===== src/verilog/pbps_pkg.sv =====
package pbps_pkg;

  // Operating mode codes as presented on the mode input.
  localparam logic [2:0] PBPS_MODE_1 = 3'h1;
  localparam logic [2:0] PBPS_MODE_2 = 3'h2;
  localparam logic [2:0] PBPS_MODE_4 = 3'h4;
  localparam logic [2:0] PBPS_MODE_7 = 3'h7;

  // Timer mode field codes.
  localparam logic [3:0] PBPS_TMD_NORMAL = 4'h0;
  localparam logic [3:0] PBPS_TMD_PWM1 = 4'h2;
  localparam logic [3:0] PBPS_TMD_PWM2 = 4'h3;
  localparam logic [1:0] PBPS_TMD_PHASE_HI = 2'h1;

  // Counter clear codes for the two-bit channels.
  localparam logic [1:0] PBPS_CLR_A = 2'h1;
  localparam logic [1:0] PBPS_CLR_B = 2'h2;

  // Channel 6 counter clear codes per pin.
  localparam logic [2:0] PBPS_CLR6_A = 3'h1;
  localparam logic [2:0] PBPS_CLR6_B = 3'h2;
  localparam logic [2:0] PBPS_CLR6_C = 3'h5;
  localparam logic [2:0] PBPS_CLR6_D = 3'h6;

  // Prescaler codes that pick an external clock pin.
  localparam logic [2:0] PBPS_PSC_E = 3'h4;
  localparam logic [2:0] PBPS_PSC_F = 3'h5;
  localparam logic [2:0] PBPS_PSC_H = 3'h7;

  // I/O select patterns.
  localparam logic [1:0] PBPS_IOSEL_CAPT = 2'h2;
  localparam logic [1:0] PBPS_IOSEL_LO_OFF = 2'h0;

  // Pin positions within port B.
  localparam int PBPS_PIN_A6 = 0;
  localparam int PBPS_PIN_B6 = 1;
  localparam int PBPS_PIN_C6 = 2;
  localparam int PBPS_PIN_D6 = 3;
  localparam int PBPS_PIN_A7 = 4;
  localparam int PBPS_PIN_B7 = 5;
  localparam int PBPS_PIN_A8 = 6;
  localparam int PBPS_PIN_B8 = 7;

  // Reset values of the direction and pull-up registers.
  localparam logic [7:0] PBPS_DIR_RESET = 8'h00;
  localparam logic [7:0] PBPS_PU_RESET = 8'h00;

  // High address bits carried by port B: pin 7 is A15, pin 0 is A8.
  localparam int PBPS_ADDR_LSB = 8;

endpackage : pbps_pkg


===== src/verilog/pbps_cc_if.sv =====
`timescale 1ns/1ns
// One capture/compare pin's decoded function, shared by all eight pins.
interface pbps_cc_if;
  logic [3:0] tmode;
  logic [3:0] iosel;
  logic pwm1_pin;
  logic pwm2_block;
  logic capt_01xx_ok;
  logic capt_iosel_bit3;
  logic out_en;
  logic capt_en;
  modport dec (
    input tmode, iosel, pwm1_pin, pwm2_block, capt_01xx_ok,
    input capt_iosel_bit3,
    output out_en, capt_en
  );
  modport top (
    output tmode, iosel, pwm1_pin, pwm2_block, capt_01xx_ok,
    output capt_iosel_bit3,
    input out_en, capt_en
  );
endinterface : pbps_cc_if


===== src/verilog/pbps_cc_decode.sv =====
`timescale 1ns/1ns
// Decodes whether one capture/compare pin drives a timer output or
// takes a capture input.
module pbps_cc_decode
  import pbps_pkg::*;
(
  pbps_cc_if.dec cc
);

  logic oc_sel;
  logic io_active;

  always_comb begin
    oc_sel = (cc.iosel[3] == 1'b0) && (cc.iosel[1:0] != PBPS_IOSEL_LO_OFF);
    io_active = (cc.iosel[1:0] != PBPS_IOSEL_LO_OFF);
    cc.out_en = 1'b0;
    if (cc.tmode == PBPS_TMD_NORMAL) begin
      cc.out_en = oc_sel;
    end
    else if (cc.tmode[3:2] == PBPS_TMD_PHASE_HI && cc.capt_01xx_ok) begin
      cc.out_en = oc_sel;
    end
    else if (cc.tmode == PBPS_TMD_PWM1) begin
      cc.out_en = cc.pwm1_pin && io_active;
    end
    else if (cc.tmode == PBPS_TMD_PWM2) begin
      cc.out_en = io_active && !cc.pwm2_block;
    end
    cc.capt_en = 1'b0;
    if (cc.tmode == PBPS_TMD_NORMAL ||
        (cc.capt_01xx_ok && cc.tmode[3:2] == PBPS_TMD_PHASE_HI)) begin
      cc.capt_en = cc.capt_iosel_bit3 ? cc.iosel[3] :
                   (cc.iosel[3:2] == PBPS_IOSEL_CAPT);
    end
  end

endmodule : pbps_cc_decode


===== src/verilog/pbps_port_b.sv =====
`timescale 1ns/1ns
// Overview of operation
// - Each pin shares GPIO, address A15..A8 and timer functions.
// - Modes 1 and 2 drive address on every pin regardless of direction.
// - Mode 4 or 7 expanded: direction 1 address out, 0 input.
// - Mode 7 single chip: timer output wins, else direction picks GPIO.
// - Normal mode compare output for select 0001-0011 and 0101-0111.
// - PWM mode 1: A or C pin outputs, paired B or D disabled.
// - PWM mode 2 output unless clear source is the pin's own register.
// - Channel 6 clear codes 001 A, 010 B, 101 C, 110 D.
// - Channel 6 buffer mode disables C and D timer outputs.
// - Channel 7/8 capture in normal or 01xx modes per select.
// - Channel 6 capture only in normal mode with select 10xx.
// - Pin 7 is clock H on prescaler 111 or phase counting.
// - Pin 5 is clock G on 111, 101 or phase counting.
// - Pin 3 is clock F on prescaler 101 or phase counting.
// - Pin 2 is clock E on prescaler 100 or phase counting.
// - Pull-ups usable only in modes 4 and 7, per pin.
// - Pull-up on when direction 0 and pull-up control 1.
// - Pull-ups off in reset, hardware standby and modes 1, 2.
// - Direction bits write-only, reset to zero.
module pbps_port_b
  import pbps_pkg::*;
(
  input wire logic i_clk,
  input wire logic i_rst,
  input wire logic [2:0] i_mode,
  input wire logic i_ext_expand_enable,
  input wire logic i_hw_standby,
  input wire logic i_dir_we,
  input wire logic [7:0] i_dir_wdata,
  input wire logic i_pullup_we,
  input wire logic [7:0] i_pullup_wdata,
  input wire logic [7:0] i_gpio_out,
  input wire logic [7:0] i_addr_hi,
  input wire logic [7:0] i_timer_mode_reg_ch6,
  input wire logic [7:0] i_timer_mode_reg_ch7,
  input wire logic [7:0] i_timer_mode_reg_ch8,
  input wire logic [7:0] i_timer_io_ctrl_hi_ch6,
  input wire logic [7:0] i_timer_io_ctrl_lo_ch6,
  input wire logic [7:0] i_timer_io_ctrl_ch7,
  input wire logic [7:0] i_timer_io_ctrl_ch8,
  input wire logic [2:0] i_counter_clear_sel_ch6,
  input wire logic [1:0] i_counter_clear_sel_ch7,
  input wire logic [1:0] i_counter_clear_sel_ch8,
  input wire logic [2:0] i_prescaler_sel_ch6,
  input wire logic [2:0] i_prescaler_sel_ch7,
  input wire logic [2:0] i_prescaler_sel_ch8,
  input wire logic [2:0] i_prescaler_sel_ch9,
  input wire logic [2:0] i_prescaler_sel_ch10,
  input wire logic [2:0] i_prescaler_sel_ch11,
  input wire logic i_phase_cnt_ch7_ch11,
  input wire logic i_phase_cnt_ch8_ch10,
  input wire logic [7:0] i_timer_out,
  input wire logic [7:0] i_pin_in,
  output logic [7:0] o_pin_out,
  output logic [7:0] o_pin_oe,
  output logic [7:0] o_pullup_on,
  output logic [7:0] o_capture_in_en,
  output logic [7:0] o_capture_in,
  output logic o_ext_timer_clk_e,
  output logic o_ext_timer_clk_f,
  output logic o_ext_timer_clk_g,
  output logic o_ext_timer_clk_h,
  output logic [7:0] o_pin_state
);

  logic [7:0] portb_direction_reg;
  logic [7:0] portb_direction_next;
  logic [7:0] portb_pullup_ctrl_reg;
  logic [7:0] portb_pullup_ctrl_next;
  logic [7:0] pin_sync1_reg;
  logic [7:0] pin_sync1_next;
  logic [7:0] pin_sync2_reg;
  logic [7:0] pin_sync2_next;
  logic [7:0] pin_out_reg;
  logic [7:0] pin_out_next;
  logic [7:0] pin_oe_reg;
  logic [7:0] pin_oe_next;
  logic [7:0] pullup_reg;
  logic [7:0] pullup_next;
  logic [7:0] capt_en_reg;
  logic [7:0] capt_en_next;
  logic [3:0] clk_sel_reg;
  logic [3:0] clk_sel_next;

  logic [7:0] tmr_oe;
  logic [7:0] tmr_capt;
  logic [3:0] tmode [8];
  logic [3:0] iosel [8];
  logic [7:0] pwm1_pin;
  logic [7:0] pwm2_block;
  logic [7:0] capt_01xx_ok;
  logic [7:0] capt_bit3;
  logic buf6;
  logic mode_bus;
  logic mode_exp;
  logic mode_single;
  logic pu_mode;

  pbps_cc_if cc_bus [8] ();

  // Per-pin channel, select field and qualifiers.
  always_comb begin
    tmode[PBPS_PIN_A6] = i_timer_mode_reg_ch6[3:0];
    tmode[PBPS_PIN_B6] = i_timer_mode_reg_ch6[3:0];
    tmode[PBPS_PIN_C6] = i_timer_mode_reg_ch6[3:0];
    tmode[PBPS_PIN_D6] = i_timer_mode_reg_ch6[3:0];
    tmode[PBPS_PIN_A7] = i_timer_mode_reg_ch7[3:0];
    tmode[PBPS_PIN_B7] = i_timer_mode_reg_ch7[3:0];
    tmode[PBPS_PIN_A8] = i_timer_mode_reg_ch8[3:0];
    tmode[PBPS_PIN_B8] = i_timer_mode_reg_ch8[3:0];
    iosel[PBPS_PIN_A6] = i_timer_io_ctrl_hi_ch6[3:0];
    iosel[PBPS_PIN_B6] = i_timer_io_ctrl_hi_ch6[7:4];
    iosel[PBPS_PIN_C6] = i_timer_io_ctrl_lo_ch6[3:0];
    iosel[PBPS_PIN_D6] = i_timer_io_ctrl_lo_ch6[7:4];
    iosel[PBPS_PIN_A7] = i_timer_io_ctrl_ch7[3:0];
    iosel[PBPS_PIN_B7] = i_timer_io_ctrl_ch7[7:4];
    iosel[PBPS_PIN_A8] = i_timer_io_ctrl_ch8[3:0];
    iosel[PBPS_PIN_B8] = i_timer_io_ctrl_ch8[7:4];
    buf6 = i_timer_mode_reg_ch6[4] | i_timer_mode_reg_ch6[5];
    // A or C pin carries PWM
    pwm1_pin = 8'h00;
    pwm1_pin[PBPS_PIN_A6] = 1'b1;
    pwm1_pin[PBPS_PIN_C6] = 1'b1;
    pwm1_pin[PBPS_PIN_A7] = 1'b1;
    pwm1_pin[PBPS_PIN_A8] = 1'b1;
    pwm2_block = 8'h00;
    pwm2_block[PBPS_PIN_A6] = (i_counter_clear_sel_ch6 == PBPS_CLR6_A);
    pwm2_block[PBPS_PIN_B6] = (i_counter_clear_sel_ch6 == PBPS_CLR6_B);
    pwm2_block[PBPS_PIN_C6] = (i_counter_clear_sel_ch6 == PBPS_CLR6_C);
    pwm2_block[PBPS_PIN_D6] = (i_counter_clear_sel_ch6 == PBPS_CLR6_D);
    // channel 7 and 8 own-clear codes
    pwm2_block[PBPS_PIN_A7] = (i_counter_clear_sel_ch7 == PBPS_CLR_A);
    pwm2_block[PBPS_PIN_B7] = (i_counter_clear_sel_ch7 == PBPS_CLR_B);
    pwm2_block[PBPS_PIN_A8] = (i_counter_clear_sel_ch8 == PBPS_CLR_A);
    pwm2_block[PBPS_PIN_B8] = (i_counter_clear_sel_ch8 == PBPS_CLR_B);
    // channel 6 capture only in normal mode
    capt_01xx_ok = 8'hf0;
    // channel 8 uses bit 3 alone
    capt_bit3 = 8'h00;
    capt_bit3[PBPS_PIN_A8] = 1'b1;
    capt_bit3[PBPS_PIN_B8] = 1'b1;
  end

  genvar g;
  generate
    for (g = 0; g < 8; g++) begin : g_cc
      assign cc_bus[g].tmode = tmode[g];
      assign cc_bus[g].iosel = iosel[g];
      assign cc_bus[g].pwm1_pin = pwm1_pin[g];
      assign cc_bus[g].pwm2_block = pwm2_block[g];
      assign cc_bus[g].capt_01xx_ok = capt_01xx_ok[g];
      assign cc_bus[g].capt_iosel_bit3 = capt_bit3[g];
      assign tmr_capt[g] = cc_bus[g].capt_en;
      pbps_cc_decode u_dec (
        .cc(cc_bus[g])
      );
    end
  endgenerate

  always_comb begin
    tmr_oe = 8'h00;
    for (int i = 0; i < 8; i++) begin
      tmr_oe[i] = cc_bus_oe(i);
    end
    // buffer mode kills C and D
    if (buf6) begin
      tmr_oe[PBPS_PIN_C6] = 1'b0;
      tmr_oe[PBPS_PIN_D6] = 1'b0;
    end
  end

  function automatic logic cc_bus_oe(input int idx);
    logic r;
    r = 1'b0;
    case (idx)
      0: r = cc_bus[0].out_en;
      1: r = cc_bus[1].out_en;
      2: r = cc_bus[2].out_en;
      3: r = cc_bus[3].out_en;
      4: r = cc_bus[4].out_en;
      5: r = cc_bus[5].out_en;
      6: r = cc_bus[6].out_en;
      7: r = cc_bus[7].out_en;
      default: r = 1'b0;
    endcase
    return r;
  endfunction : cc_bus_oe

  // Registers, pin function and derived outputs.
  always_comb begin
    mode_bus = (i_mode == PBPS_MODE_1) || (i_mode == PBPS_MODE_2);
    mode_exp = (i_mode == PBPS_MODE_4) ||
               ((i_mode == PBPS_MODE_7) && i_ext_expand_enable);
    mode_single = (i_mode == PBPS_MODE_7) && !i_ext_expand_enable;
    // pull-ups only in modes 4 and 7
    pu_mode = (i_mode == PBPS_MODE_4) || (i_mode == PBPS_MODE_7);
    portb_direction_next = i_dir_we ? i_dir_wdata : portb_direction_reg;
    portb_pullup_ctrl_next = i_pullup_we ? i_pullup_wdata :
                             portb_pullup_ctrl_reg;
    pin_sync1_next = i_pin_in;
    pin_sync2_next = pin_sync1_reg;
    pin_out_next = i_gpio_out;
    pin_oe_next = portb_direction_reg;
    capt_en_next = 8'h00;
    if (mode_bus) begin
      pin_out_next = i_addr_hi;
      pin_oe_next = 8'hff;
    end
    else if (mode_exp) begin
      pin_out_next = i_addr_hi;
      pin_oe_next = portb_direction_reg;
    end
    else if (mode_single) begin
      for (int i = 0; i < 8; i++) begin
        if (tmr_oe[i]) begin
          pin_out_next[i] = i_timer_out[i];
          pin_oe_next[i] = 1'b1;
        end
      end
      capt_en_next = tmr_capt & ~tmr_oe;
    end
    // pull-up on for input with control set
    // off in standby and bus modes
    pullup_next = (pu_mode && !i_hw_standby) ?
                  (~portb_direction_reg & portb_pullup_ctrl_reg) : 8'h00;
    clk_sel_next[3] = (i_prescaler_sel_ch6 == PBPS_PSC_H) ||
                      (i_prescaler_sel_ch11 == PBPS_PSC_H) ||
                      i_phase_cnt_ch8_ch10;
    clk_sel_next[2] = (i_prescaler_sel_ch6 == PBPS_PSC_H) ||
                      (i_prescaler_sel_ch8 == PBPS_PSC_H) ||
                      (i_prescaler_sel_ch10 == PBPS_PSC_F) ||
                      (i_prescaler_sel_ch11 == PBPS_PSC_F) ||
                      i_phase_cnt_ch8_ch10;
    clk_sel_next[1] = (i_prescaler_sel_ch6 == PBPS_PSC_F) ||
                      (i_prescaler_sel_ch7 == PBPS_PSC_F) ||
                      (i_prescaler_sel_ch8 == PBPS_PSC_F) ||
                      i_phase_cnt_ch7_ch11;
    clk_sel_next[0] = (i_prescaler_sel_ch6 == PBPS_PSC_E) ||
                      (i_prescaler_sel_ch7 == PBPS_PSC_E) ||
                      (i_prescaler_sel_ch8 == PBPS_PSC_E) ||
                      (i_prescaler_sel_ch9 == PBPS_PSC_E) ||
                      (i_prescaler_sel_ch10 == PBPS_PSC_E) ||
                      (i_prescaler_sel_ch11 == PBPS_PSC_E) ||
                      i_phase_cnt_ch7_ch11;
  end

  always_ff @(posedge i_clk or posedge i_rst) begin
    if (i_rst) begin
      portb_direction_reg <= PBPS_DIR_RESET;
      portb_pullup_ctrl_reg <= PBPS_PU_RESET;
      pin_sync1_reg <= 8'h00;
      pin_sync2_reg <= 8'h00;
      pin_out_reg <= 8'h00;
      pin_oe_reg <= 8'h00;
      pullup_reg <= 8'h00;
      capt_en_reg <= 8'h00;
      clk_sel_reg <= 4'h0;
    end
    else begin
      portb_direction_reg <= portb_direction_next;
      portb_pullup_ctrl_reg <= portb_pullup_ctrl_next;
      pin_sync1_reg <= pin_sync1_next;
      pin_sync2_reg <= pin_sync2_next;
      pin_out_reg <= pin_out_next;
      pin_oe_reg <= pin_oe_next;
      pullup_reg <= pullup_next;
      capt_en_reg <= capt_en_next;
      clk_sel_reg <= clk_sel_next;
    end
  end

  // Pull-ups are cut while reset is high, not only on the next edge.
  assign o_pin_out = pin_out_reg;
  assign o_pin_oe = pin_oe_reg;
  assign o_pullup_on = i_rst ? 8'h00 : pullup_reg;
  assign o_capture_in_en = capt_en_reg;
  assign o_capture_in = pin_sync2_reg & capt_en_reg;
  // External clocks follow the synced pin in every mode, gated only by the clock select.
  assign o_ext_timer_clk_e = clk_sel_reg[0] & pin_sync2_reg[2];
  assign o_ext_timer_clk_f = clk_sel_reg[1] & pin_sync2_reg[3];
  assign o_ext_timer_clk_g = clk_sel_reg[2] & pin_sync2_reg[5];
  assign o_ext_timer_clk_h = clk_sel_reg[3] & pin_sync2_reg[7];
  assign o_pin_state = pin_sync2_reg;

endmodule : pbps_port_b


===== config.mk =====
export PLATFORM = sky130hd
export DESIGN_NAME = pbps_port_b
export DESIGN_NICKNAME = d
export VERILOG_FILES = /design/src/verilog/pbps_pkg.sv /design/src/verilog/pbps_cc_if.sv /design/src/verilog/pbps_cc_decode.sv /design/src/verilog/pbps_port_b.sv
export SDC_FILE = /design/constraint.sdc
export NUM_CORES = 1
export LEC_CHECK = 0
export ABC_AREA = 1
export CELL_PAD_IN_SITES_DETAIL_PLACEMENT = 0
export CELL_PAD_IN_SITES_GLOBAL_PLACEMENT = 1
export CORE_MARGIN = 2
export CORE_UTILIZATION = 48
export CTS_BUF_LIST = sky130_fd_sc_hd__clkbuf_8
export CTS_CLUSTER_SIZE = 25
export DETAILED_ROUTE_END_ITERATION = 10
export DONT_BUFFER_PORTS = 1
export PLACE_DENSITY_LB_ADDON = 0.1
export SETUP_SLACK_MARGIN = 0.2
export SLEW_MARGIN = 20
export SYNTH_ARGS = -nofsm -noshare
export SYNTH_HDL_FRONTEND = slang
export SYNTH_HIERARCHICAL = 1
export SYNTH_SLANG_ARGS = --single-unit

===== constraint.sdc =====
create_clock -name i_clk -period 4.3 [get_ports i_clk]
set_input_delay 0.215 -clock i_clk [delete_from_list [all_inputs] [get_ports i_clk]]
set_output_delay 0.215 -clock i_clk [all_outputs]
set_load 0.01 [all_outputs]

After elaboration in Yosys (flattened, before gate mapping). Index checks and enable logic that the tools add are counted.

Bits of input ports: 140. Logic and storage cells: 191. Register bits: 68.

Mux-type cells: 64. Reductions and logical operators: 60. Bitwise logic cells: 18. Equality and inequality tests: 40.

Operator list (number): $mux 8 (11); $eq 3x3->1 const B (18); $mux 1 (52); $and 8x8->8 (3); $eq 4x2->1 const B (6); $logic_or 1x1->1 (20); $logic_and 1x1->1 (19); $eq 2x2->1 const B (8); $not 8->8 (2); $reduce_bool 2->1 (8); $logic_not 4->1 (3); $logic_not 1->1 (10); $eq 2x1->1 const B (4); $not 1->1 (8); $eq 3x1->1 const B (2); $eq 3x2->1 const B (2); $and 1x1->1 (4); $mux 2 (1); $or 1x1->1 (1).

Logic depth before layout (Yosys ltp). Gate-level depths: netlist of the first run.

Depth in word-level cells: 12. Mapped depth: 13. Mapped depth without buffers: 13.

Cells and area by module. Netlist of the first run, hierarchy kept.

Modules (own cells, without submodules): pbps_port_b (cells each 319, seq. area each 1701.6 µm², area an instance 2852.7 µm², instances 1); pbps_cc_decode (cells each 17, seq. area each 0.0 µm², area an instance 81.3 µm², instances 8).

Least setup slack after synthesis of the first run. OpenSTA, ideal clock, no wires.

Kind: in2reg. From: input port i_counter_clear_sel_ch6[2]. To: register pin_out_reg[2] (netlist: o_pin_out[2]). Stages: 12. Required time: 4.183 ns. Library setup time: 0.117 ns. Slack: 3.138 ns. Arrival time: 1.044 ns. Cells stage by stage: inv_1 nor3_1 nand2_1 o21ai_0 nor2_1 nor2_1 nor2_1 inv_1 nor2_1 nand3_1 nand3_1 nand2_1.

Cells in the longest elaborated chain, start to end: 11.

RTL lines: start: declaration (line pbps_port_b.sv:43) `input wire logic [2:0] i_counter_clear_sel_ch6,`; $eq 3x3->1 (line pbps_port_b.sv:131) `pwm2_block[PBPS_PIN_C6] = (i_counter_clear_sel_ch6 == PBPS_CLR6_C);`; named net cc_bus[2].pwm2_block (line pbps_cc_if.sv:7) `logic pwm2_block;`; $logic_not 1->1 (line pbps_cc_decode.sv:27) `cc.out_en = io_active && !cc.pwm2_block;`; $logic_and 1x1->1 (line pbps_cc_decode.sv:27); $mux 1 (line pbps_cc_decode.sv:26) `else if (cc.tmode == PBPS_TMD_PWM2) begin`; $mux 1 (line pbps_cc_decode.sv:23) `else if (cc.tmode == PBPS_TMD_PWM1) begin`; $mux 1 (line pbps_cc_decode.sv:17) `if (cc.tmode == PBPS_TMD_NORMAL) begin`; named net cc_bus[2].out_en (line pbps_cc_if.sv:10) `logic out_en;`; $mux 2 (line pbps_port_b.sv:168) `if (buf6) begin`; $mux 1 (line pbps_port_b.sv:217) `if (tmr_oe[i]) begin`; $mux 8 (line pbps_port_b.sv:215) `else if (mode_single) begin`; $mux 8 (line pbps_port_b.sv:211) `else if (mode_exp) begin`; $mux 8 (line pbps_port_b.sv:207) `if (mode_bus) begin`; named net pin_out_next[2] (line pbps_port_b.sv:77) `logic [7:0] pin_out_next;`; end signal: assignment (line pbps_port_b.sv:266) `pin_out_reg <= pin_out_next;`; end: declaration (line pbps_port_b.sv:76) `logic [7:0] pin_out_reg;`.

The timed path passes the listed nets, and every way through them passes these cells. A chain may end at the register's enable or synchronous reset.

Worst setup path after layout of the first run.
From: input port i_dir_we. To: register portb_direction_reg[7].

RTL lines: start: declaration (line pbps_port_b.sv:30) `input wire logic i_dir_we,`; end signal: assignment (line pbps_port_b.sv:262) `portb_direction_reg <= portb_direction_next;`; end: declaration (line pbps_port_b.sv:68) `logic [7:0] portb_direction_reg;`.

No word-level cell between the ends.

==> results of run 1 <==
==> Yosys cell counts, drive strengths merged <==
cell / instances
a21o: 1
a21oi: 10
a31o: 1
buf: 1
clkbuf: 3
conb: 2
dfrtp: 68
inv: 86
nand2: 113
nand3: 41
nand3b: 6
nand4: 1
nor2: 63
nor3: 18
nor3b: 8
o21ai: 25
or2: 8
==> logic make-up after synthesis <==
kind of cell           synth area share, %
AOI/OAI and AO/OA                     6.32
buffers and inverters                 9.86
DFF                                   48.6
other                                0.214
and+or+nand+nor                       35.0
==> per-stage QoR <==
step	utilization [%]	instances	setup WS, ps	hold WS, ps	total power [W]
floorplan	-	477	2180	246	0.000834
global placement	51.5	573	2960	246	0.000861
detailed placement	51.5	573	2920	246	0.000865
CTS	57.8	614	2810	0.363	0.00141
global route	58.2	617	2700	7.06	0.00147
finish	58.2	617	2750	6.37	0.00140
==> final cells by class <==
type / instances / share of cell area (%)
flip-flops and latches: 68 / 40.7
multi-input cells: 319 / 36.8
inverters: 86 / 7.73
repair buffers: 29 / 6.89
clock buffers: 10 / 3.30
well taps: 99 / 2.97
clock inverters: 6 / 1.53
==> what timing repair did <==
| action | 4_1_cts | 5_1_grt |
|---|---|---|
| hold endpoints to repair | 33 | 2 |
| buffers inserted | 0 | 0 |
| hold buffers | 25 | 3 |
| setup endpoints to repair | 0 | 0 |
==> layer usage <==
metal  GRT usage (%)  share of wire, %  vias to the layer above
met1            24.1                39                     1314
li1                -                 -                     1494
met2            37.1                50                      133
met5               0                 0                        -
met3            9.23               9.7                       12
met4            6.92               1.6                        0
==> worst max-delay path by stage <==
stage | startpoint | to | cells past startpoint
global placement | i_mode[1] | o_capture_in_en[3]$_DFF_PP0_ | 4
floorplan | i_rst | clk_sel_reg[0]$_DFF_PP0_ | 2
finish | i_dir_we | portb_direction_reg[7]$_DFFE_PP0P_ | 3
detailed placement | i_mode[1] | o_capture_in_en[0]$_DFF_PP0_ | 4
CTS | i_pullup_we | portb_pullup_ctrl_reg[0]$_DFFE_PP0P_ | 3
global route | i_dir_we | portb_direction_reg[7]$_DFFE_PP0P_ | 3
==> power groups by stage <==
stage                     combinational, W  clock [W]  sequential [W]
final                             0.000162   0.000521        0.000713
after global routing              0.000190   0.000560        0.000718
after CTS                         0.000162   0.000533        0.000714
after detailed placement          0.000139          0        0.000726
after global placement            0.000136          0        0.000725
after floorplan                   0.000117          0        0.000717
==> flow_summary.html, run 1 <==
<table>
<tr><th>Metric</th><th>Value</th></tr>
<tr><th colspan="2">Run status</th></tr>
<tr><td>Status</td><td>completed</td></tr>
<tr><th colspan="2">Final layout</th></tr>
<tr><td>Antenna Cells</td><td>0</td></tr>
<tr><td>Number of nets at the end of the flow</td><td>653</td></tr>
<tr><td>Area used by multi-input combinational logic</td><td>1540 um^2</td></tr>
<tr><td>Non-Filler Cell Area, Final</td><td>4180 um^2</td></tr>
<tr><td>Leading cell type in the layout, fill and taps excluded</td><td>nand2_1</td></tr>
<tr><td>Layout overhead on the synthesized area</td><td>19.2%</td></tr>
<tr><td>Flip-flop and latch area</td><td>1700 um^2</td></tr>
<tr><td>Count of fill cells added during filler insertion</td><td>688</td></tr>
<tr><td>Proportion of layout cells with a drive suffix above 1</td><td>13.1%</td></tr>
<tr><td>Top library cells by usage in the layout, fill and taps aside</td><td>nand2_1 (95), inv_1 (85), dfrtp_1 (68)</td></tr>
<tr><th colspan="2">Floorplanning</th></tr>
<tr><td>Vertical die dimension</td><td>roughly 89 um</td></tr>
<tr><td>Die Footprint</td><td>8000 um^2</td></tr>
<tr><td>Effective utilization at floorplan</td><td>48.8%</td></tr>
<tr><td>Area of the core</td><td>around 7000 um^2</td></tr>
<tr><td>Die span in x</td><td>89.4 um</td></tr>
<tr><td>I/O pins</td><td>192</td></tr>
<tr><td>Number of rows created at floorplan</td><td>31</td></tr>
<tr><th colspan="2">Power and ir drop</th></tr>
<tr><td>Logic pwr share</td><td>11.6%</td></tr>
<tr><td>Int Power</td><td>approximately 0.0010 W</td></tr>
<tr><td>Part of the total power dissipated in sequential elements</td><td>roughly half</td></tr>
<tr><td>Areal power density over the cells</td><td>approximately 330 nW/um^2</td></tr>
<tr><td>Share of power burned in the clock network</td><td>37.3%</td></tr>
<tr><td>Leak</td><td>~2.1 nW</td></tr>
<tr><td>Peak VDD IR</td><td>0.220 mV</td></tr>
<tr><td>Sw Ratio</td><td>between 20% and 30%</td></tr>
<tr><td>Switching power</td><td>0.000365 W</td></tr>
<tr><th colspan="2">Routing</th></tr>
<tr><td>Number of vias after detailed routing</td><td>2953</td></tr>
<tr><td>Post-detailed-route DRC marker count</td><td>0</td></tr>
<tr><td>Total wire length after detailed routing</td><td>8530 um</td></tr>
<tr><td>DR WL/cell</td><td>13.8 um</td></tr>
<tr><td>Detail Route Antenna Nets</td><td>0</td></tr>
<tr><td>1st-pass router iterations</td><td>4</td></tr>
<tr><td>Average via count per standard cell</td><td>4.79</td></tr>
<tr><td>DRC violation total after the first TritonRoute iteration</td><td>71</td></tr>
<tr><th colspan="2">Logic synthesis</th></tr>
<tr><td>Synth Register Bits</td><td>68</td></tr>
<tr><td>Number of different library cells in the post-synthesis netlist</td><td>23</td></tr>
<tr><td>Summed instance area of the synthesized netlist</td><td>approximately 3500 um^2</td></tr>
<tr><td>Sequential element share of the synthesized area</td><td>48.6%</td></tr>
<tr><td>Synthesized netlist cell count</td><td>455</td></tr>
<tr><td>Area share of the leading cell type in the synthesized netlist</td><td>48.6%</td></tr>
<tr><td>Leading post-synthesis cells by cell area</td><td>dfrtp_1 (49%), nand2_1 (10%), inv_1 (9.2%)</td></tr>
<tr><td>Synth Area per Inst</td><td>7.70 um^2</td></tr>
<tr><td>Library cell occupying the most area in the post-synthesis netlist</td><td>dfrtp_1</td></tr>
<tr><td>Synthesis Warnings</td><td>6</td></tr>
<tr><th colspan="2">Setup path</th></tr>
<tr><td>Kind of cell adding the most delay to the critical path</td><td>buffers and inverters</td></tr>
<tr><td>Max incr delay on CP</td><td>810 ps</td></tr>
<tr><td>Crit path DAT</td><td>1760 ps</td></tr>
<tr><td>Critical path's most frequent cell</td><td>dlygate4sd3_1</td></tr>
<tr><td>Capturing element type of the critical path</td><td>flop</td></tr>
<tr><td>Startpoint Class</td><td>input port</td></tr>
<tr><td>Critical-path top delay cell</td><td>dlygate4sd3_1</td></tr>
<tr><td>Maximum net fanout on the critical path</td><td>12</td></tr>
<tr><td>Length in cells of the worst reg-to-reg path</td><td>3</td></tr>
<tr><td>Chain of cells forming the critical path</td><td>dlygate4sd3_1 &gt; o21ai_0 &gt; dlygate4sd3_1</td></tr>
<tr><td>Startpoint-to-endpoint class of the critical path</td><td>input port to flop</td></tr>
<tr><td>Flop-to-flop setup slack</td><td>3030 ps</td></tr>
<tr><td>FF-to-FF Start</td><td>portb_direction_reg[7]$_DFFE_PP0P_</td></tr>
<tr><td>CP Buf/Inv Count</td><td>2</td></tr>
<tr><td>Required time of the critical path</td><td>approximately 4500 ps</td></tr>
<tr><td>End of the worst register-to-register path</td><td>portb_direction_reg[7]$_DFFE_PP0P_</td></tr>
<tr><th colspan="2">Placed design</th></tr>
<tr><td>Global placer's final weighted congestion</td><td>0.767</td></tr>
<tr><td>Port-buffer cells</td><td>0</td></tr>
<tr><td>Detailed placer's ending HPWL</td><td>6570 um</td></tr>
<tr><td>Placement Cell Area</td><td>3690 um^2</td></tr>
<tr><th colspan="2">STA</th></tr>
<tr><td>Final setup TNS</td><td>0 ps</td></tr>
<tr><td>Share of the clock period used by the worst path</td><td>35.9%</td></tr>
<tr><td>Minimum clock period</td><td>1550 ps</td></tr>
<tr><td>Pins Over Slew Limit</td><td>0</td></tr>
<tr><td>Worst-case headroom to the max-slew limit</td><td>44.3%</td></tr>
<tr><td>Transition time of the tightest slew-check pin</td><td>835 ps</td></tr>
<tr><td>Final setup vio count</td><td>0</td></tr>
<tr><td>FMAX</td><td>647 MHz</td></tr>
<tr><td>Unrepaired setup endpoints after global routing</td><td>no</td></tr>
<tr><td>Hold Fails Final Rpt</td><td>0</td></tr>
<tr><td>Maximum clock skew at final layout</td><td>7.35 ps</td></tr>
<tr><th colspan="2">Clock tree</th></tr>
<tr><td>Clock-pin transition on the worst setup and hold timing paths</td><td>70 ps</td></tr>
<tr><td>Clock tree buffer depth</td><td>2</td></tr>
<tr><td>Resize count post-CTS</td><td>0</td></tr>
<tr><td>H-tree Lvls</td><td>3</td></tr>
<tr><td>Root buffer cell</td><td>clkbuf_8</td></tr>
<tr><td>Worst-Skew Late Latency</td><td>330 ps</td></tr>
<tr><td>CTS tree</td><td>yes</td></tr>
<tr><td>Num CTS Buffers</td><td>9</td></tr>
<tr><td>Total clock sinks</td><td>68</td></tr>
<tr><th colspan="2">Global routing</th></tr>
<tr><td>First-pass GRT wire length</td><td>12800 um</td></tr>
<tr><td>Number of global-route vias before repair</td><td>roughly 2800</td></tr>
<tr><td>Largest net degree at the start of global routing</td><td>69</td></tr>
<tr><td>Initial antenna violation count</td><td>0</td></tr>
<tr><td>GRT Total Usage</td><td>a little over a fifth</td></tr>
<tr><td>GR Overflow Total</td><td>0</td></tr>
<tr><th colspan="2">Flow run</th></tr>
<tr><td>Max-Cap Viols</td><td>0</td></tr>
<tr><th colspan="2">Hold path</th></tr>
<tr><td>Kind of path behind the tightest hold check</td><td>input port to async pin</td></tr>
</table>
Note: power is estimated with default switching activity, not from simulation.
==> inputs of run 2 (changes only) <==
--- a/config.mk
+++ b/config.mk
@@ -9,7 +9,7 @@
 export CELL_PAD_IN_SITES_DETAIL_PLACEMENT = 0
 export CELL_PAD_IN_SITES_GLOBAL_PLACEMENT = 1
 export CORE_MARGIN = 2
-export CORE_UTILIZATION = 48
+export CORE_UTILIZATION = 45
 export CTS_BUF_LIST = sky130_fd_sc_hd__clkbuf_8
 export CTS_CLUSTER_SIZE = 25
 export DETAILED_ROUTE_END_ITERATION = 10
==> constraint.sdc (replaced) <==
create_clock -name i_clk -period 1.6 [get_ports i_clk]
set_input_delay 0.08 -clock i_clk [delete_from_list [all_inputs] [get_ports i_clk]]
set_output_delay 0.08 -clock i_clk [all_outputs]
set_load 0.01 [all_outputs]
==> run 2 against run 1 <==
  * The flow now finishes with violations (negative hold slack)
  * Global-route usage up 1.2 points
  * Sequential share of layout area down 4.5 points
  * Worst setup slack worse by 2500 ps
  * Worst hold slack worse by 17 ps
  * Critical path type unchanged
==> flow_summary.html, run 2 (synthesis results as in run 1) <==
<table>
<tr><th>Metric</th><th>Value</th></tr>
<tr><th colspan="2">Run status</th></tr>
<tr><td>Status</td><td>complete, but fails checks</td></tr>
<tr><td>Violations in the final reports</td><td>negative hold slack</td></tr>
<tr><th colspan="2">Global routing</th></tr>
<tr><td>Largest net degree at the start of global routing</td><td>69 (unchanged)</td></tr>
<tr><td>Number of global-route vias before repair</td><td>3256 (+16%)</td></tr>
<tr><td>Initial antenna violation count</td><td>2 (+2)</td></tr>
<tr><td>First-pass GRT wire length</td><td>14900 um (+17%)</td></tr>
<tr><td>GR Overflow Total</td><td>0 (unchanged)</td></tr>
<tr><td>GRT Total Usage</td><td>22.8% (+1.2 points)</td></tr>
<tr><th colspan="2">STA</th></tr>
<tr><td>Final setup vio count</td><td>0 (unchanged)</td></tr>
<tr><td>Share of the clock period used by the worst path</td><td>about four fifths</td></tr>
<tr><td>FMAX</td><td>765 MHz</td></tr>
<tr><td>Pins Over Slew Limit</td><td>0 (unchanged)</td></tr>
<tr><td>Minimum clock period</td><td>1310 ps</td></tr>
<tr><td>Final setup TNS</td><td>0 ps (unchanged)</td></tr>
<tr><td>Final Hold Slack</td><td>-11.0 ps (-17.3 ps)</td></tr>
<tr><td>Maximum clock skew at final layout</td><td>7.81 ps (+0.465 ps)</td></tr>
<tr><td>Transition time of the tightest slew-check pin</td><td>558 ps (-277 ps)</td></tr>
<tr><td>Unrepaired setup endpoints after global routing</td><td>yes</td></tr>
<tr><td>Worst-case headroom to the max-slew limit</td><td>62.7% (+18 points)</td></tr>
<tr><td>Hold Fails Final Rpt</td><td>1 (+1)</td></tr>
<tr><th colspan="2">Clock tree</th></tr>
<tr><td>Num CTS Buffers</td><td>9 (unchanged)</td></tr>
<tr><td>CTS tree</td><td>yes</td></tr>
<tr><td>Clock tree buffer depth</td><td>2 (unchanged)</td></tr>
<tr><td>Root buffer cell</td><td>clkbuf_8</td></tr>
<tr><td>H-tree Lvls</td><td>3 (unchanged)</td></tr>
<tr><td>Clock-pin transition on the worst setup and hold timing paths</td><td>80 ps (about the same)</td></tr>
<tr><td>Worst-Skew Late Latency</td><td>350 ps (+20 ps)</td></tr>
<tr><td>Total clock sinks</td><td>68 (unchanged)</td></tr>
<tr><th colspan="2">Routing</th></tr>
<tr><td>DRC violation total after the first TritonRoute iteration</td><td>85 (+20%)</td></tr>
<tr><td>Post-detailed-route DRC marker count</td><td>0 (unchanged)</td></tr>
<tr><td>1st-pass router iterations</td><td>4 (unchanged)</td></tr>
<tr><td>Detail Route Antenna Nets</td><td>0 (unchanged)</td></tr>
<tr><td>Number of vias after detailed routing</td><td>3201 (+8.4%)</td></tr>
<tr><td>Average via count per standard cell</td><td>4.78 (about the same)</td></tr>
<tr><td>DR WL/cell</td><td>14.0 um (+1.2%)</td></tr>
<tr><td>Total wire length after detailed routing</td><td>9350 um (+9.7%)</td></tr>
<tr><th colspan="2">Setup path</th></tr>
<tr><td>Required time of the critical path</td><td>1820 ps (-2700 ps)</td></tr>
<tr><td>Crit path DAT</td><td>1530 ps (-230 ps)</td></tr>
<tr><td>Capturing element type of the critical path</td><td>flop</td></tr>
<tr><td>Origin of the worst setup path</td><td>i_counter_clear_sel_ch6[2]</td></tr>
<tr><td>Startpoint Class</td><td>input port</td></tr>
<tr><td>FF-to-FF Start</td><td>portb_direction_reg[4]$_DFFE_PP0P_</td></tr>
<tr><td>Startpoint-to-endpoint class of the critical path</td><td>input port to flop</td></tr>
<tr><td>Maximum net fanout on the critical path</td><td>3 (-9)</td></tr>
<tr><th colspan="2">Power and ir drop</th></tr>
<tr><td>Areal power density over the cells</td><td>808 nW/um^2 (+140%)</td></tr>
<tr><td>Leak</td><td>2.34 nW (+9.2%)</td></tr>
<tr><td>Peak VDD IR</td><td>0.519 mV (+140%)</td></tr>
<tr><th colspan="2">Hold path</th></tr>
<tr><td>Kind of path behind the tightest hold check</td><td>input port to flop</td></tr>
<tr><td>Start point of the worst hold path</td><td>i_prescaler_sel_ch9[2]</td></tr>
<tr><th colspan="2">Floorplanning</th></tr>
<tr><td>Die span in x</td><td>92.2 um (+3.1%)</td></tr>
<tr><td>Die Footprint</td><td>8510 um^2 (+6.4%)</td></tr>
<tr><td>Effective utilization at floorplan</td><td>45.8% (-3.0 points)</td></tr>
<tr><td>I/O pins</td><td>192 (unchanged)</td></tr>
<tr><td>Vertical die dimension</td><td>92.2 um (+3.1%)</td></tr>
<tr><td>Number of rows created at floorplan</td><td>32 (+3.2%)</td></tr>
<tr><td>Area of the core</td><td>7650 um^2 (+6.6%)</td></tr>
<tr><th colspan="2">Placed design</th></tr>
<tr><td>Global placer's final weighted congestion</td><td>0.781 (+1.9%)</td></tr>
<tr><td>Detailed placer's ending HPWL</td><td>6680 um (+1.6%)</td></tr>
<tr><td>Port-buffer cells</td><td>0 (unchanged)</td></tr>
<tr><th colspan="2">Flow run</th></tr>
<tr><td>Max-Cap Viols</td><td>0 (unchanged)</td></tr>
<tr><th colspan="2">Final layout</th></tr>
<tr><td>Leading cell type in the layout, fill and taps excluded</td><td>nand2_1</td></tr>
<tr><td>Layout overhead on the synthesized area</td><td>34.0%</td></tr>
<tr><td>Number of nets at the end of the flow</td><td>700 (+7.2%)</td></tr>
<tr><td>Proportion of layout cells with a drive suffix above 1</td><td>14.0% (+0.85 points)</td></tr>
<tr><td>Top library cells by usage in the layout, fill and taps aside</td><td>nand2_1 (95), inv_1 (85), dlygate4sd3_1 (73)</td></tr>
</table>
[run 2: final cells by class]
class | instances | area (um^2)
tap | 102 | 128
timing repair buffer | 76 | 766
sequential | 68 | 1700
inverter | 86 | 327
fill | 704 | 2950
multi-input combinational | 319 | 1580
clock inverter | 5 | 36.3
clock buffer | 11 | 151
antenna | 2 | 5.00
[run 2: power breakdown]
| part | switching, W | internal [W] |
|---|---|---|
| clock network | 0.000664 | 0.000646 |
| logic | 0.000300 | 0.000269 |
| registers | 0.0000835 | 0.00183 |
| total | 0.00105 | 0.00275 |
[run 2: final timing paths]
| path | end | slack, ps | depth (start not counted) |
|---|---|---|---|
| hold reg to reg | o_pin_state[5]$_DFF_PP0_ | 350 | 0 |
| min in group asynchronous | portb_pullup_ctrl_reg[1]$_DFFE_PP0P_ | 310 | 3 |
| setup / recovery | o_pin_out[3]$_DFF_PP0_ | 290 | 14 |
| hold / removal | clk_sel_reg[0]$_DFF_PP0_ | -10 | 4 |
| setup reg to reg | portb_direction_reg[4]$_DFFE_PP0P_ | 890 | 2 |
| max in group asynchronous | o_pin_out[4]$_DFF_PP0_ | 1000 | 3 |
[run 2: metrics by stage]
stage	area, um^2	util (%)	power (W)	setup WS (ps)	instances
CTS	4650	60.8	0.00382	245	667
detailed placement	3720	48.7	0.00233	427	577
floorplan	3590	-	0.00224	528	477
global placement	3720	48.7	0.00232	435	577
finish	4700	61.4	0.00379	293	669
global route	4700	61.4	0.00399	134	669
[run 2: critical path, stage by stage]
cell and delay (ps):
inv_1 40, nor3_2 160, nand2_1 60, o21ai_1 70, nor2_1 60, nor2_1 90
nor2_1 50, inv_1 90, nor2_4 50, nand2_2 60, nand2_1 50, nand3_1 70
nand2_1 50, dlygate4sd3_1 550
[run 2: metal layers]
metal  global-route usage [%]  routed length (um)
met5                        0                   0
met4                     4.73                  44
met3                     8.63                 874
met2                     40.3                4770
met1                     26.4                3660
[run 2: timing repair]
item	in CTS	in global routing
hold endpoints to repair	112	0
setup buffers	0	1
hold buffers	74	0
gates resized for setup	0	12
endpoints found under the setup margin	0	6
